<file path="src/logic/bpc_cfg.svh">
`ifndef BPC_CFG_SVH
`define BPC_CFG_SVH
// How it works
// - compare_c_value matches cpu address bits 15..0
// - arming in first loop clears compare value
// - ab breakpoint enable blocks trace debugger enable
// - trace mode ignores ab tag, and full only gates the second masks
// - comparator c works except first loop capture in trace mode
// - full select: dual addresses or address plus data
// - destination bit picks software trap or halt
// - ab tag: force at boundary or tagged
// - c tag: force at boundary or tagged
// - discarded tagged opcode never breaks
// - c enable bit, cleared on first loop arm
// - direction qualify enable, ignored when tagged
// - direction value: 0 write, 1 read
// - trace mode forces first address masks zero
// - trace full mode uses second masks for data
// - program paging compares extended bits 21..16
// - page selector upper bit is ignored
// ============================================================
// register offsets
`define BPC_OFF_CCX 8'h25
`define BPC_OFF_CCH 8'h26
`define BPC_OFF_CCL 8'h27
`define BPC_OFF_C2 8'h28
`define BPC_OFF_C3 8'h29
`define BPC_OFF_STS 8'h2a
`define BPC_OFF_MSK 8'h2b
// ============================================================
// reset values
`define BPC_RST_BYTE 8'h00
`define BPC_RST_EVT 2'h0
// ============================================================
// breakpoint_control fields
`define BPC_C2_ABEN 7
`define BPC_C2_FULL 6
`define BPC_C2_BDM 5
`define BPC_C2_AB_TAG_SELECT 4
`define BPC_C2_CEN 3
`define BPC_C2_C_TAG_SELECT 2
`define BPC_C2_C_DIRECTION_QUALIFY_ENABLE 1
`define BPC_C2_RWC 0
// ============================================================
// extended register and mask control fields
`define BPC_CCX_PAGE_LO 6
`define BPC_CCX_EXT_HI 5
`define BPC_CCX_EXT_LO 0
`define BPC_C3_AMASK_HI 7
`define BPC_C3_AMASK_LO 6
`define BPC_C3_BMASK_HI 5
`define BPC_C3_BMASK_LO 4
// ============================================================
// event bits in status and mask
`define BPC_EVT_MATCH 0
`define BPC_EVT_BREAK 1
`endif

</file>
<file path="src/logic/bpc_pkg.sv">
package bpc_pkg;
   // ============================================================
   // break pending state
   typedef enum logic [1:0]
   {
      BPC_IDLE = 2'b00,
      BPC_FORCE = 2'b01,
      BPC_TAG = 2'b10
   } bpc_pend_t;
   // ============================================================
   // register port request
   typedef struct packed
   {
      logic [7:0] addr;
      logic [7:0] wdata;
      logic wr;
      logic rd;
   } bpc_req_t;
   // ============================================================
   // cpu bus cycle as seen by the comparator
   typedef struct packed
   {
      logic valid;
      logic read;
      logic [21:14] xaddr;
      logic [15:0] addr;
   } bpc_cycle_t;
   // ============================================================
   // all block state
   typedef struct packed
   {
      logic [7:0] ccx;
      logic [7:0] cch;
      logic [7:0] ccl;
      logic [7:0] c2;
      logic [7:0] c3;
      logic [1:0] sts;
      logic [1:0] msk;
      logic [7:0] rdata;
      bpc_pend_t pend;
      logic brk_swi;
      logic brk_bdm;
      logic irq;
      logic trace_debugger_enable_ok;
      logic full_eff;
      logic ab_tag_eff;
      logic [1:0] amask_eff;
      logic [1:0] bmask_eff;
      logic c_match;
   } bpc_state_t;
endpackage

</file>
<file path="src/logic/bpc_top.sv">
// Added by the designer: strobed register access.
`include "bpc_cfg.svh"

module bpc_top
(
   // clock and reset
   input wire logic mclk,
   input wire logic rst_n,
   // register port
   input wire bpc_pkg::bpc_req_t req,
   output logic [7:0] rdata,
   // cpu bus and pipeline
   input wire bpc_pkg::bpc_cycle_t cyc,
   input wire logic insn_boundary,
   input wire logic tag_exec,
   input wire logic tag_flush,
   // arming and mode from the rest of the debug unit
   input wire logic arm_pulse,
   input wire logic first_loop_capture,
   input wire logic trace_debugger_enable_request,
   // break requests toward the cpu
   output logic brk_swi,
   output logic brk_bdm,
   // controls toward comparators a and b
   output logic trace_debugger_enable_allowed,
   output logic full_mode_eff,
   output logic ab_tag_eff,
   output logic [1:0] first_addr_mask_eff,
   output logic [1:0] second_addr_mask_eff,
   // interrupt
   output logic irq
);

   bpc_pkg::bpc_state_t q;
   bpc_pkg::bpc_state_t d;

   // ============================================================
   // address decode, shared by write and read paths
   function automatic logic hit(input logic [7:0] a, input logic [7:0] off);
      hit = (a == off);
   endfunction

   // ============================================================
   // comparator c match
   logic bkp_mode;
   logic c_active;
   logic addr_ok;
   logic page_ok;
   logic dir_ok;
   logic match;
   logic loop_arm;
   logic [7:0] c3_view;

   always_comb
   begin
      bkp_mode = q.c2[`BPC_C2_ABEN];
      // in trace mode the loop capture borrows comparator c, so it never breaks then
      c_active = q.c2[`BPC_C2_CEN] && (bkp_mode || !first_loop_capture);
      if (q.ccx[`BPC_CCX_PAGE_LO])
      begin
         // paged: high byte takes expanded bits 15..14 in place of cpu bits
         page_ok = (q.ccx[`BPC_CCX_EXT_HI:`BPC_CCX_EXT_LO] == cyc.xaddr[21:16]);
         addr_ok = (q.cch == {cyc.xaddr[15:14], cyc.addr[13:8]}) &&
            (q.ccl == cyc.addr[7:0]);
      end
      else
      begin
         page_ok = 1'b1;
         addr_ok = ({q.cch, q.ccl} == cyc.addr);
      end
      // direction has no meaning for tagged opcodes, so it is skipped there
      if (q.c2[`BPC_C2_C_DIRECTION_QUALIFY_ENABLE] && !q.c2[`BPC_C2_C_TAG_SELECT])
         dir_ok = (cyc.read == q.c2[`BPC_C2_RWC]);
      else
         dir_ok = 1'b1;
      match = cyc.valid && c_active && addr_ok && page_ok && dir_ok;
      loop_arm = arm_pulse && first_loop_capture;
      c3_view = q.c3;
      if (!bkp_mode)
         c3_view[`BPC_C3_AMASK_HI:`BPC_C3_AMASK_LO] = 2'h0;
   end

   // ============================================================
   // next state
   logic issue;
   logic [1:0] evt;

   always_comb
   begin
      d = q;
      issue = 1'b0;
      // register writes
      if (req.wr)
      begin
         if (hit(req.addr, `BPC_OFF_CCX))
            d.ccx = req.wdata;
         if (hit(req.addr, `BPC_OFF_CCH))
            d.cch = req.wdata;
         if (hit(req.addr, `BPC_OFF_CCL))
            d.ccl = req.wdata;
         if (hit(req.addr, `BPC_OFF_C2))
            d.c2 = req.wdata;
         if (hit(req.addr, `BPC_OFF_C3))
            d.c3 = req.wdata;
         if (hit(req.addr, `BPC_OFF_MSK))
            d.msk = req.wdata[1:0];
      end
      // arming in loop capture wins over a software write in the same cycle
      if (loop_arm)
      begin
         d.cch = `BPC_RST_BYTE;
         d.ccl = `BPC_RST_BYTE;
         d.c2[`BPC_C2_CEN] = 1'b0;
      end
      // register reads, answer stands one cycle later
      d.rdata = `BPC_RST_BYTE;
      if (req.rd)
      begin
         if (hit(req.addr, `BPC_OFF_CCX))
            d.rdata = q.ccx;
         else if (hit(req.addr, `BPC_OFF_CCH))
            d.rdata = q.cch;
         else if (hit(req.addr, `BPC_OFF_CCL))
            d.rdata = q.ccl;
         else if (hit(req.addr, `BPC_OFF_C2))
            d.rdata = q.c2;
         else if (hit(req.addr, `BPC_OFF_C3))
            d.rdata = c3_view;
         else if (hit(req.addr, `BPC_OFF_STS))
            d.rdata = {6'h00, q.sts};
         else if (hit(req.addr, `BPC_OFF_MSK))
            d.rdata = {6'h00, q.msk};
      end
      // break timing
      case (q.pend)
         bpc_pkg::BPC_IDLE:
         begin
            if (match)
               d.pend = q.c2[`BPC_C2_C_TAG_SELECT] ? bpc_pkg::BPC_TAG : bpc_pkg::BPC_FORCE;
         end
         bpc_pkg::BPC_FORCE:
         begin
            if (insn_boundary)
            begin
               issue = 1'b1;
               d.pend = bpc_pkg::BPC_IDLE;
            end
         end
         bpc_pkg::BPC_TAG:
         begin
            if (tag_exec)
            begin
               issue = 1'b1;
               d.pend = bpc_pkg::BPC_IDLE;
            end
            else if (tag_flush)
               d.pend = bpc_pkg::BPC_IDLE;
         end
         default:
            d.pend = bpc_pkg::BPC_IDLE;
      endcase
      // disabling comparator c drops a pending break
      if (!c_active)
         d.pend = bpc_pkg::BPC_IDLE;
      d.brk_swi = issue && !q.c2[`BPC_C2_BDM];
      d.brk_bdm = issue && q.c2[`BPC_C2_BDM];
      d.c_match = match;
      // sticky events: a new event wins over a write-one clear
      evt = `BPC_RST_EVT;
      evt[`BPC_EVT_MATCH] = match;
      evt[`BPC_EVT_BREAK] = issue;
      if (req.wr && hit(req.addr, `BPC_OFF_STS))
         d.sts = (q.sts & ~req.wdata[1:0]) | evt;
      else
         d.sts = q.sts | evt;
      d.irq = |(q.sts & q.msk);
      // outputs toward the rest of the debug unit
      d.trace_debugger_enable_ok = trace_debugger_enable_request && !bkp_mode;
      d.full_eff = bkp_mode && q.c2[`BPC_C2_FULL];
      d.ab_tag_eff = bkp_mode && q.c2[`BPC_C2_AB_TAG_SELECT];
      d.amask_eff = c3_view[`BPC_C3_AMASK_HI:`BPC_C3_AMASK_LO];
      // in trace mode the second masks only qualify data in full mode
      if (bkp_mode || q.c2[`BPC_C2_FULL])
         d.bmask_eff = q.c3[`BPC_C3_BMASK_HI:`BPC_C3_BMASK_LO];
      else
         d.bmask_eff = 2'h0;
   end

   // ============================================================
   // state register
   always_ff @(posedge mclk)
   begin
      if (!rst_n)
      begin
         q <= '0;
         q.pend <= bpc_pkg::BPC_IDLE;
      end
      else
         q <= d;
   end

   assign rdata = q.rdata;
   assign brk_swi = q.brk_swi;
   assign brk_bdm = q.brk_bdm;
   assign trace_debugger_enable_allowed = q.trace_debugger_enable_ok;
   assign full_mode_eff = q.full_eff;
   assign ab_tag_eff = q.ab_tag_eff;
   assign first_addr_mask_eff = q.amask_eff;
   assign second_addr_mask_eff = q.bmask_eff;
   assign irq = q.irq;
endmodule

</file>
<file path="config.mk">
export PLATFORM = sky130hd
export DESIGN_NAME = bpc_top
export DESIGN_NICKNAME = d
export VERILOG_FILES = /design/src/logic/bpc_pkg.sv /design/src/logic/bpc_top.sv
export VERILOG_INCLUDE_DIRS = /design/src /design/src/logic
export SDC_FILE = /design/constraint.sdc
export NUM_CORES = 1
export LEC_CHECK = 0
export BUFFER_PORTS_ARGS = -buffer_cell sky130_fd_sc_hd__buf_2
export CORE_MARGIN = 5
export CORE_UTILIZATION = 45
export DETAILED_ROUTE_END_ITERATION = 16
export GPL_ROUTABILITY_DRIVEN = 0
export PLACE_DENSITY_LB_ADDON = 0.05
export SLEW_MARGIN = 20
export SYNTH_ARGS = -nofsm -noshare
export SYNTH_HDL_FRONTEND = slang
export SYNTH_SLANG_ARGS = --single-unit
</file>
<file path="constraint.sdc">
create_clock -name mclk -period 2.16 [get_ports mclk]
set_clock_uncertainty 0.05 [all_clocks]
set_input_delay 0.216 -clock mclk [delete_from_list [all_inputs] [get_ports mclk]]
set_output_delay 0.216 -clock mclk [all_outputs]
set_load 0.005 [all_outputs]
</file>
* Word level (Yosys, flattened, before mapping)
Index checks and enable logic that the tools add are counted.
Word-level totals: bits in registers 64, output and inout bits 18, logic and storage cells 95
Operators by class: equality and inequality tests 17, multiplexer cells 21, bitwise logic cells 6, reductions and logical operators 33
Operator list (number):
- 8-bit by 6-bit == test with 1-bit output, second input constant | 7
- 8-bit two-way mux | 5
- 2-bit two-way mux | 9
- 2-bit AND reduction | 9
- 16-bit == test | 1
- 8-bit == test | 2
- 1-bit logical AND | 14
- 6-bit == test | 1
- 2-bit case mux with 3 select lines | 1
- 1-bit two-way mux | 5
- 2-bit bitwise AND | 2
- 1-bit zero test | 4
- 2-bit inequality test, second input constant | 2
- 2-bit bitwise OR | 2
- 2-bit OR reduction | 2
- 3-bit inequality test, second input constant | 1
- 3-bit AND reduction | 1
- 2-bit by 1-bit == test with 1-bit output, second input constant | 1
- 2-bit == test, second input constant | 1
- 2-bit zero test | 1
- 1-bit logical OR | 2
- 2-bit inverter | 1
- 1-bit case mux with 2 select lines | 1
- 1-bit == test | 1
- 1-bit inverter | 1

* Logic depth before layout (Yosys ltp)
Gate-level depths: netlist (run 1).
depth after elaboration 9, depth in mapped cells 7, gate-level depth less buffers 7

* Worst setup path after synthesis (run 1)
Ideal clock, no wire load.
kind input-to-reg, start input port req[14] (netlist name), end register q[49] (netlist name), setup time 0.128 ns, arrival 1.748 ns, required time 1.982 ns, slack 0.234 ns, stages 5, path buffers 0, path through or4b_4 > nor3b_4 > nand3_2 > mux2i_1 > nor2_1
On the way: longest elaborated chain between the ends 2
Ends and longest elaborated chain:
- start, declared | line bpc_top.sv:10 | input wire bpc_pkg::bpc_req_t req,
- 8-bit by 6-bit == test with 1-bit output | line bpc_top.sv:40 | hit = (a == off);
- 2-bit AND reduction (no line)
- end, declared | line bpc_top.sv:34 | bpc_pkg::bpc_state_t q;
No other way between the ends. A chain may end at the register's enable or synchronous reset.

* Final worst setup path (run 1)
start register q[41] (netlist name), end register q[11] (netlist name)
On the way: longest elaborated chain between the ends 8, elaborated cells between the ends (all ways) 9
Ends and longest elaborated chain:
- 8-bit == test | line bpc_top.sv:64 | (q.ccl == cyc.addr[7:0]);
- 1-bit logical AND | line bpc_top.sv:63 | addr_ok = (q.cch == {cyc.xaddr[15:14], cyc.addr[13:8]}) &&
- 1-bit two-way mux * | line bpc_top.sv:59 | if (q.ccx[`BPC_CCX_PAGE_LO])
- 1-bit logical AND * (3 in a row) | line bpc_top.sv:76 | match = cyc.valid && c_active && addr_ok && page_ok && dir_ok;
- 2-bit inequality test (no line) *
- 3-bit AND reduction (no line) *
Every way passes the cells marked *; elsewhere a longest branch is shown, timed or not.

==> results of run 1 <==
worst max-delay path, cell delays in order (launching register included):
cell and delay (ns):
dfxtp_1 0.34, xor2_1 0.16, a2111o_1 0.40, nor4_2 0.28, buf_4 0.16, nand3_1 0.09
a32o_1 0.24, o2bb2ai_1 0.13
final timing paths:
path / start / to / slack (ns) / cells past startpoint
hold reg to reg: c3_view[4]$_SDFFE_PN0P_ / second_addr_mask_eff[0]$_SDFF_PN0_ / 0.41 / 2
setup / recovery: q[41]$_SDFFE_PP0P_ / q[11]$_SDFFE_PN0P_ / 0.21 / 7
hold / removal: trace_debugger_enable_request / trace_debugger_enable_allowed$_SDFF_PN0_ / 0.07 / 2
setup reg to reg: q[41]$_SDFFE_PP0P_ / q[11]$_SDFFE_PN0P_ / 0.21 / 7
cell usage in the layout (no fill, tap or decap), types with 3 or more instances in the layout:
cell and n:
a31oi_1 3, buf_2 69, o21ai_0 3, buf_4 17
mux2i_1 42, mux2_2 3, a21oi_1 9, xor2_1 13
xnor2_1 12, nand2_1 12, a22o_1 7, nand3_1 8
clkbuf_1 3, inv_1 8, ha_1 3, and3_1 5
nand4_1 6, nor2b_1 28, a22oi_1 4, nand3b_1 5
clkbuf_8 10, nor2_1 29, dfxtp_1 64
layer usage:
layer,vias to the layer above,share of wire (%)
li1,1253,-
met1,1174,48
met2,77,45
met3,14,5.4
met4,0,1.8
met5,-,0
sequential cells by signal, indices dropped and copies added (netlist names), 2 cells and up:
| register | count |
|---|---|
| c3_view | 6 |
| first_addr_mask_eff | 2 |
| q | 39 |
| rdata | 8 |
| second_addr_mask_eff | 2 |
where the power goes:
part | internal (W) | leakage, nW | total, W | switching (W)
combinational | 0.0000805 | 1.18 | 0.000179 | 0.0000983
sequential | 0.00118 | 0.516 | 0.00118 | 0.00000138
clock | 0.000681 | 0.108 | 0.00112 | 0.000435
synth_stat cells:
| cell | n | area, um2 |
|---|---|---|
| a21boi_0 | 2 | 15.0 |
| nor3b_4 | 1 | 18.8 |
| nor4b_2 | 1 | 15.0 |
| or3_1 | 1 | 6.26 |
| a32oi_1 | 2 | 17.5 |
| a2111o_1 | 1 | 11.3 |
| and3_1 | 5 | 31.3 |
| mux2_2 | 3 | 33.8 |
| a31oi_1 | 3 | 18.8 |
| inv_1 | 8 | 30.0 |
| nor2_1 | 29 | 109 |
| nor3b_2 | 1 | 12.5 |
| mux2i_1 | 42 | 420 |
| and2_1 | 1 | 6.26 |
| a22o_1 | 7 | 61.3 |
| nand3_4 | 1 | 17.5 |
| a21oi_1 | 9 | 45.0 |
| nor4_1 | 3 | 18.8 |
| clkbuf_1 | 10 | 37.5 |
| nand2b_1 | 2 | 12.5 |
| buf_4 | 12 | 90.1 |
| a22oi_1 | 4 | 30.0 |
| o2bb2ai_1 | 2 | 17.5 |
| buf_1 | 2 | 7.51 |
| nand2_1 | 12 | 45.0 |
| nor3_1 | 2 | 10.0 |
| buf_6 | 1 | 11.3 |
| nor2b_1 | 28 | 175 |
| xnor2_1 | 12 | 105 |
| nand4_1 | 6 | 37.5 |
| a311oi_1 | 1 | 8.76 |
| nand3_2 | 1 | 10.0 |
| mux4_2 | 2 | 45.0 |
| xor2_1 | 13 | 114 |
| or4b_4 | 1 | 13.8 |
| buf_2 | 1 | 5.00 |
| dfxtp_1 | 64 | 1280 |
| nand3b_1 | 5 | 37.5 |
| a32o_1 | 2 | 20.0 |
| ha_1 | 3 | 37.5 |
| o21ai_0 | 3 | 15.0 |
| a31o_2 | 2 | 17.5 |
| nand4_4 | 1 | 21.3 |
| nand3_1 | 8 | 40.0 |
per-stage QoR:
stage / instances / utilization, % / instance area (um2) / setup slack, ns / total power (W)
6_report: 493 / 56.2 / 3820 / 0.207 / 0.00248
5_1_grt: 493 / 56.2 / 3820 / 0.0851 / 0.00256
4_1_cts: 493 / 56.1 / 3810 / 0.0987 / 0.00249
3_5_place_dp: 477 / 52.9 / 3600 / 0.115 / 0.00139
3_3_place_gp: 477 / 52.9 / 3600 / 0.113 / 0.00139
2_1_floorplan: 320 / - / 3130 / 0.234 / 0.00129
kinds of logic (layout without fill, tap and decap cells):
kind of cell	after synthesis	count (layout)	synth area share, %
AOI/OAI and AO/OA	38	38	8.86
xor gates and xnor gates	25	25	6.99
adders and majority gates	3	3	1.20
buffers and inverters	34	111	5.79
DFF	64	64	40.9
muxes	47	47	15.9
and+or+nand+nor	109	109	20.4
area by class of cell:
type,count,area share (%)
multi-input combinational,222,44.0
tap,96,3.15
timing repair buffer,87,12.9
clock inverter,3,1.70
sequential,64,33.6
clock buffer,13,3.90
inverter,8,0.787
==> flow_metrics.env, run 1 <==
export IMPL_drt_vias_per_instance=5.11
export IMPL_irDropWorstVdd_uv=281
export IMPL_drc=0
export IMPL_seqCellArea_um2=1280
export IMPL_crit_type="reg -> reg"
export IMPL_post_cts_setup_buffer_count=0
export IMPL_setup_violations_final=0
export IMPL_area_growth_pct=21.8
export IMPL_end_kind="flop"
export IMPL_die_h_um=93.5
export IMPL_die_width_um=93.5
export IMPL_busiest_layer="met2"
export IMPL_grt_max_degree=31
export IMPL_vias=2518
export IMPL_tritoncts="built"
export IMPL_yosysUniqueCellTypes=44
export IMPL_syn_nets=375
export IMPL_rsz0062_at_grt="no"
export IMPL_multi_input_area_um2=1680
export IMPL_cts_sinks=64
export IMPL_postRouteAntennaNets=0
export IMPL_place_hpwl_um=6040
export IMPL_grt_ovfl_total=0
export IMPL_cp_max_fo=3
export IMPL_gr_usage_met1_pct=26.3
export IMPL_max_cap_violations=0
export IMPL_clock_root_buffer="clkbuf_8"
export IMPL_initial_core_util_pct=46.1
export IMPL_nNetsFinal=447
export IMPL_routedWlPerCell_um=16.1
export IMPL_slew_viol_final=0
export IMPL_syn_area_um2=3130
export IMPL_ios=70
export IMPL_core_area_um2=6790
export IMPL_dieArea_um2=8730
export IMPL_hold_buffers=0
export IMPL_clock_latency_ns=0.33
export IMPL_slew_limit_headroom_pct=80.0
export IMPL_synth_warnings=0
export IMPL_fmax_ghz=0.512
export IMPL_nFillCells=637
export IMPL_tightest_slew_ns=0.297
export IMPL_min_period_over_period_pct=90.4
export IMPL_synth_avg_cell_area_um2=9.79
export IMPL_ys_ff_latch=64
export IMPL_track_usage_pct=18.5
export IMPL_arrival_ns=2.13
export IMPL_antenna_found_initial=0
export IMPL_drt_initial_drc_count=116
export IMPL_hold_violations=0
export IMPL_cp_required_ns=2.33
export IMPL_grt_pass1_wl_um=12300
export IMPL_leakagePower_nw=1.80
export IMPL_tns_ns=0
export IMPL_status="complete, no violations"
export IMPL_finalCriticalPeriod_ns=1.95
export IMPL_globalRouteMet2Util_pct=27.7
export IMPL_fp_row_count=30
export IMPL_synth_cells=320
export IMPL_drive_gt1_share_pct=29.0
export IMPL_numCtsBuffers=9
export IMPL_path_clk_slew_ns=0.07
export IMPL_cts_max_level=3
export IMPL_io_buffers=69
export IMPL_cts_resized=0
export IMPL_clk_path_buf_depth=2
export IMPL_grt_util_met3_pct=3.38
export IMPL_hp_class="in -> reg"
export IMPL_n_antenna_cell=0
export IMPL_power_density_nw_per_um2=650
export IMPL_start_kind="flop"
export IMPL_hold_ws_ns=0.0739
export IMPL_drtPass1Iterations=4
export IMPL_grt_pass1_vias=2339
export IMPL_drt_total_wl_um=7960
export IMPL_yosysSeqAreaShare_pct=40.9
(Power assumes the default switching activity.)
==> run 2: changes to the inputs <==
--- a/config.mk
+++ b/config.mk
@@ -9,6 +9,7 @@
 export BUFFER_PORTS_ARGS = -buffer_cell sky130_fd_sc_hd__buf_2
 export CORE_MARGIN = 5
 export CORE_UTILIZATION = 45
+export CTS_CLUSTER_DIAMETER = 80
 export DETAILED_ROUTE_END_ITERATION = 16
 export GPL_ROUTABILITY_DRIVEN = 0
 export PLACE_DENSITY_LB_ADDON = 0.05
==> constraint.sdc (replaced) <==
create_clock -name mclk -period 2 [get_ports mclk]
set_clock_uncertainty 0.05 [all_clocks]
set_input_delay 0.2 -clock mclk [delete_from_list [all_inputs] [get_ports mclk]]
set_output_delay 0.2 -clock mclk [all_outputs]
set_load 0.005 [all_outputs]
==> flow_metrics.env, run 2 (synthesized netlist as in run 1, its figures left out) <==
export IMPL_status="complete, no violations"
export IMPL_slew_viol_final=0
export IMPL_p_total_w=0.00248
export IMPL_cp_max_fo=2
export IMPL_dieArea_um2=8730
export IMPL_drt_total_wl_um=8020
export IMPL_slew_limit_headroom_pct=73.6
export IMPL_grt_max_degree=22
export IMPL_grt_ovfl_total=0
export IMPL_initial_core_util_pct=46.1
export IMPL_nNetsFinal=451
export IMPL_n_antenna_cell=0
export IMPL_finalCriticalPeriod_ns=1.84
export IMPL_tns_ns=0
export IMPL_multi_input_area_um2=1680
export IMPL_drtPass1Iterations=4
export IMPL_core_area_um2=6790
export IMPL_area_growth_pct=21.7
export IMPL_antenna_found_initial=0
export IMPL_start_kind="flop"
export IMPL_clk_path_buf_depth=2
export IMPL_preCtsSetupSlack_ns=-0.0243
export IMPL_postRouteAntennaNets=0
export IMPL_grt_pass1_vias=2473
export IMPL_cts_sinks=64
export IMPL_tightest_slew_ns=0.396
export IMPL_drt_initial_drc_count=93
export IMPL_die_h_um=93.5
export IMPL_hp_class="in -> reg"
export IMPL_numCtsBuffers=9
export IMPL_tritoncts="built"
export IMPL_setup_slack_ns=0.158
export IMPL_stdcell_count=497
export IMPL_placed_cells=481
export IMPL_hold_buffers=0
export IMPL_place_hpwl_um=6250
export IMPL_grt_pass1_wl_um=12700
export IMPL_setup_violations_final=0
export IMPL_drt_vias_per_instance=5.03
export IMPL_fp_row_count=30
export IMPL_power_density_nw_per_um2=650
export IMPL_path_clk_slew_ns=0.07
export IMPL_routedWlPerCell_um=16.1
export IMPL_min_period_over_period_pct=92.1
export IMPL_arrival_ns=2.02
export IMPL_track_usage_pct=19.1
export IMPL_cp_required_ns=2.18
export IMPL_top_register="q"
export IMPL_fmax_ghz=0.543
export IMPL_irDropWorstVdd_uv=385
export IMPL_end_kind="flop"
export IMPL_clock_latency_ns=0.35
export IMPL_leakagePower_nw=1.81
export IMPL_post_cts_setup_buffer_count=0
export IMPL_clock_root_buffer="clkbuf_8"
export IMPL_hold_violations=0
export IMPL_postLayoutCellArea_um2=3810
export IMPL_seqCellArea_um2=1280
export IMPL_layout_common_cells="buf_2, dfxtp_1, mux2i_1"
export IMPL_io_buffers=69
export IMPL_cts_max_level=3
export IMPL_crit_type="reg -> reg"
export IMPL_max_cap_violations=0
export IMPL_largest_reg_flops=39
export IMPL_vias=2500
export IMPL_ios=70
export IMPL_drc=0
export IMPL_die_width_um=93.5
export IMPL_drive_gt1_share_pct=30.4
export IMPL_nFillCells=637
export IMPL_rsz0062_at_grt="no"
export IMPL_place_area_um2=3630
export IMPL_final_common_cell="buf_2"
==> run 2: changes by cell type in the layout (fill, tap and decap cells not counted) <==
cell        previous run  this run
buf_4                 17        21
clkinv_4               0         2
bufinv_16              2         0
clkbuf_1               3         0
clkinvlp_4             0         3
==> run 2: worst max-delay path: stages (launching register included) <==
cell and delay, ns:
dfxtp_1 0.33, xor2_1 0.16, a2111o_1 0.40, nor4_2 0.18, buf_4 0.16, nand3_1 0.08
a32o_1 0.24, o2bb2ai_1 0.12
==> run 2: layer usage <==
metal / vias to the layer above / track usage [%] / wire length, um
met5: - / 0 / 0
met4: 0 / 7.33 / 76
met3: 7 / 3.14 / 457
met2: 66 / 29.3 / 3650
met1: 1163 / 26.8 / 3840
li1: 1264 / - / -
==> run 2: final timing paths <==
kind | start | slack (ns) | cells after the start | endpoint
worst max-delay path | q[41]$_SDFFE_PP0P_ | 0.16 | 7 | q[12]$_SDFFE_PN0P_
worst min-delay path | trace_debugger_enable_request | 0.06 | 2 | trace_debugger_enable_allowed$_SDFF_PN0_
worst max register to register | q[41]$_SDFFE_PP0P_ | 0.16 | 7 | q[12]$_SDFFE_PN0P_
worst min register to register | c3_view[4]$_SDFFE_PN0P_ | 0.40 | 2 | second_addr_mask_eff[0]$_SDFF_PN0_
==> run 2: final cells by class <==
| cell class | count | area share, % |
|---|---|---|
| clock buffers | 10 | 3.61 |
| repair buffers | 91 | 13.7 |
| flip-flops and latches | 64 | 33.6 |
| well taps | 96 | 3.15 |
| clock inverters | 6 | 1.18 |
| multi-input cells | 222 | 44.0 |
| inverters | 8 | 0.787 |
==> run 2: repair_timing <==
action	in CTS	in global routing
setup endpoints to repair	2	3
pin swaps	0	1
resized for setup	1	0
==> run 2: metrics by stage <==
stage / hold WS (ns) / utilization [%]
global route: 0.0741 / 56.2
floorplan: 0.294 / -
finish: 0.0570 / 56.2
global placement: 0.395 / 53.4
CTS: 0.0585 / 56.2
detailed placement: 0.396 / 53.4
==> run 2: report_power, final <==
group / internal [W] / switching [W] / leakage (nW)
Clock: 0.000484 / 0.000528 / 0.0845
Sequential: 0.00128 / 0.00000174 / 0.516
Combinational: 0.0000857 / 0.000103 / 1.21
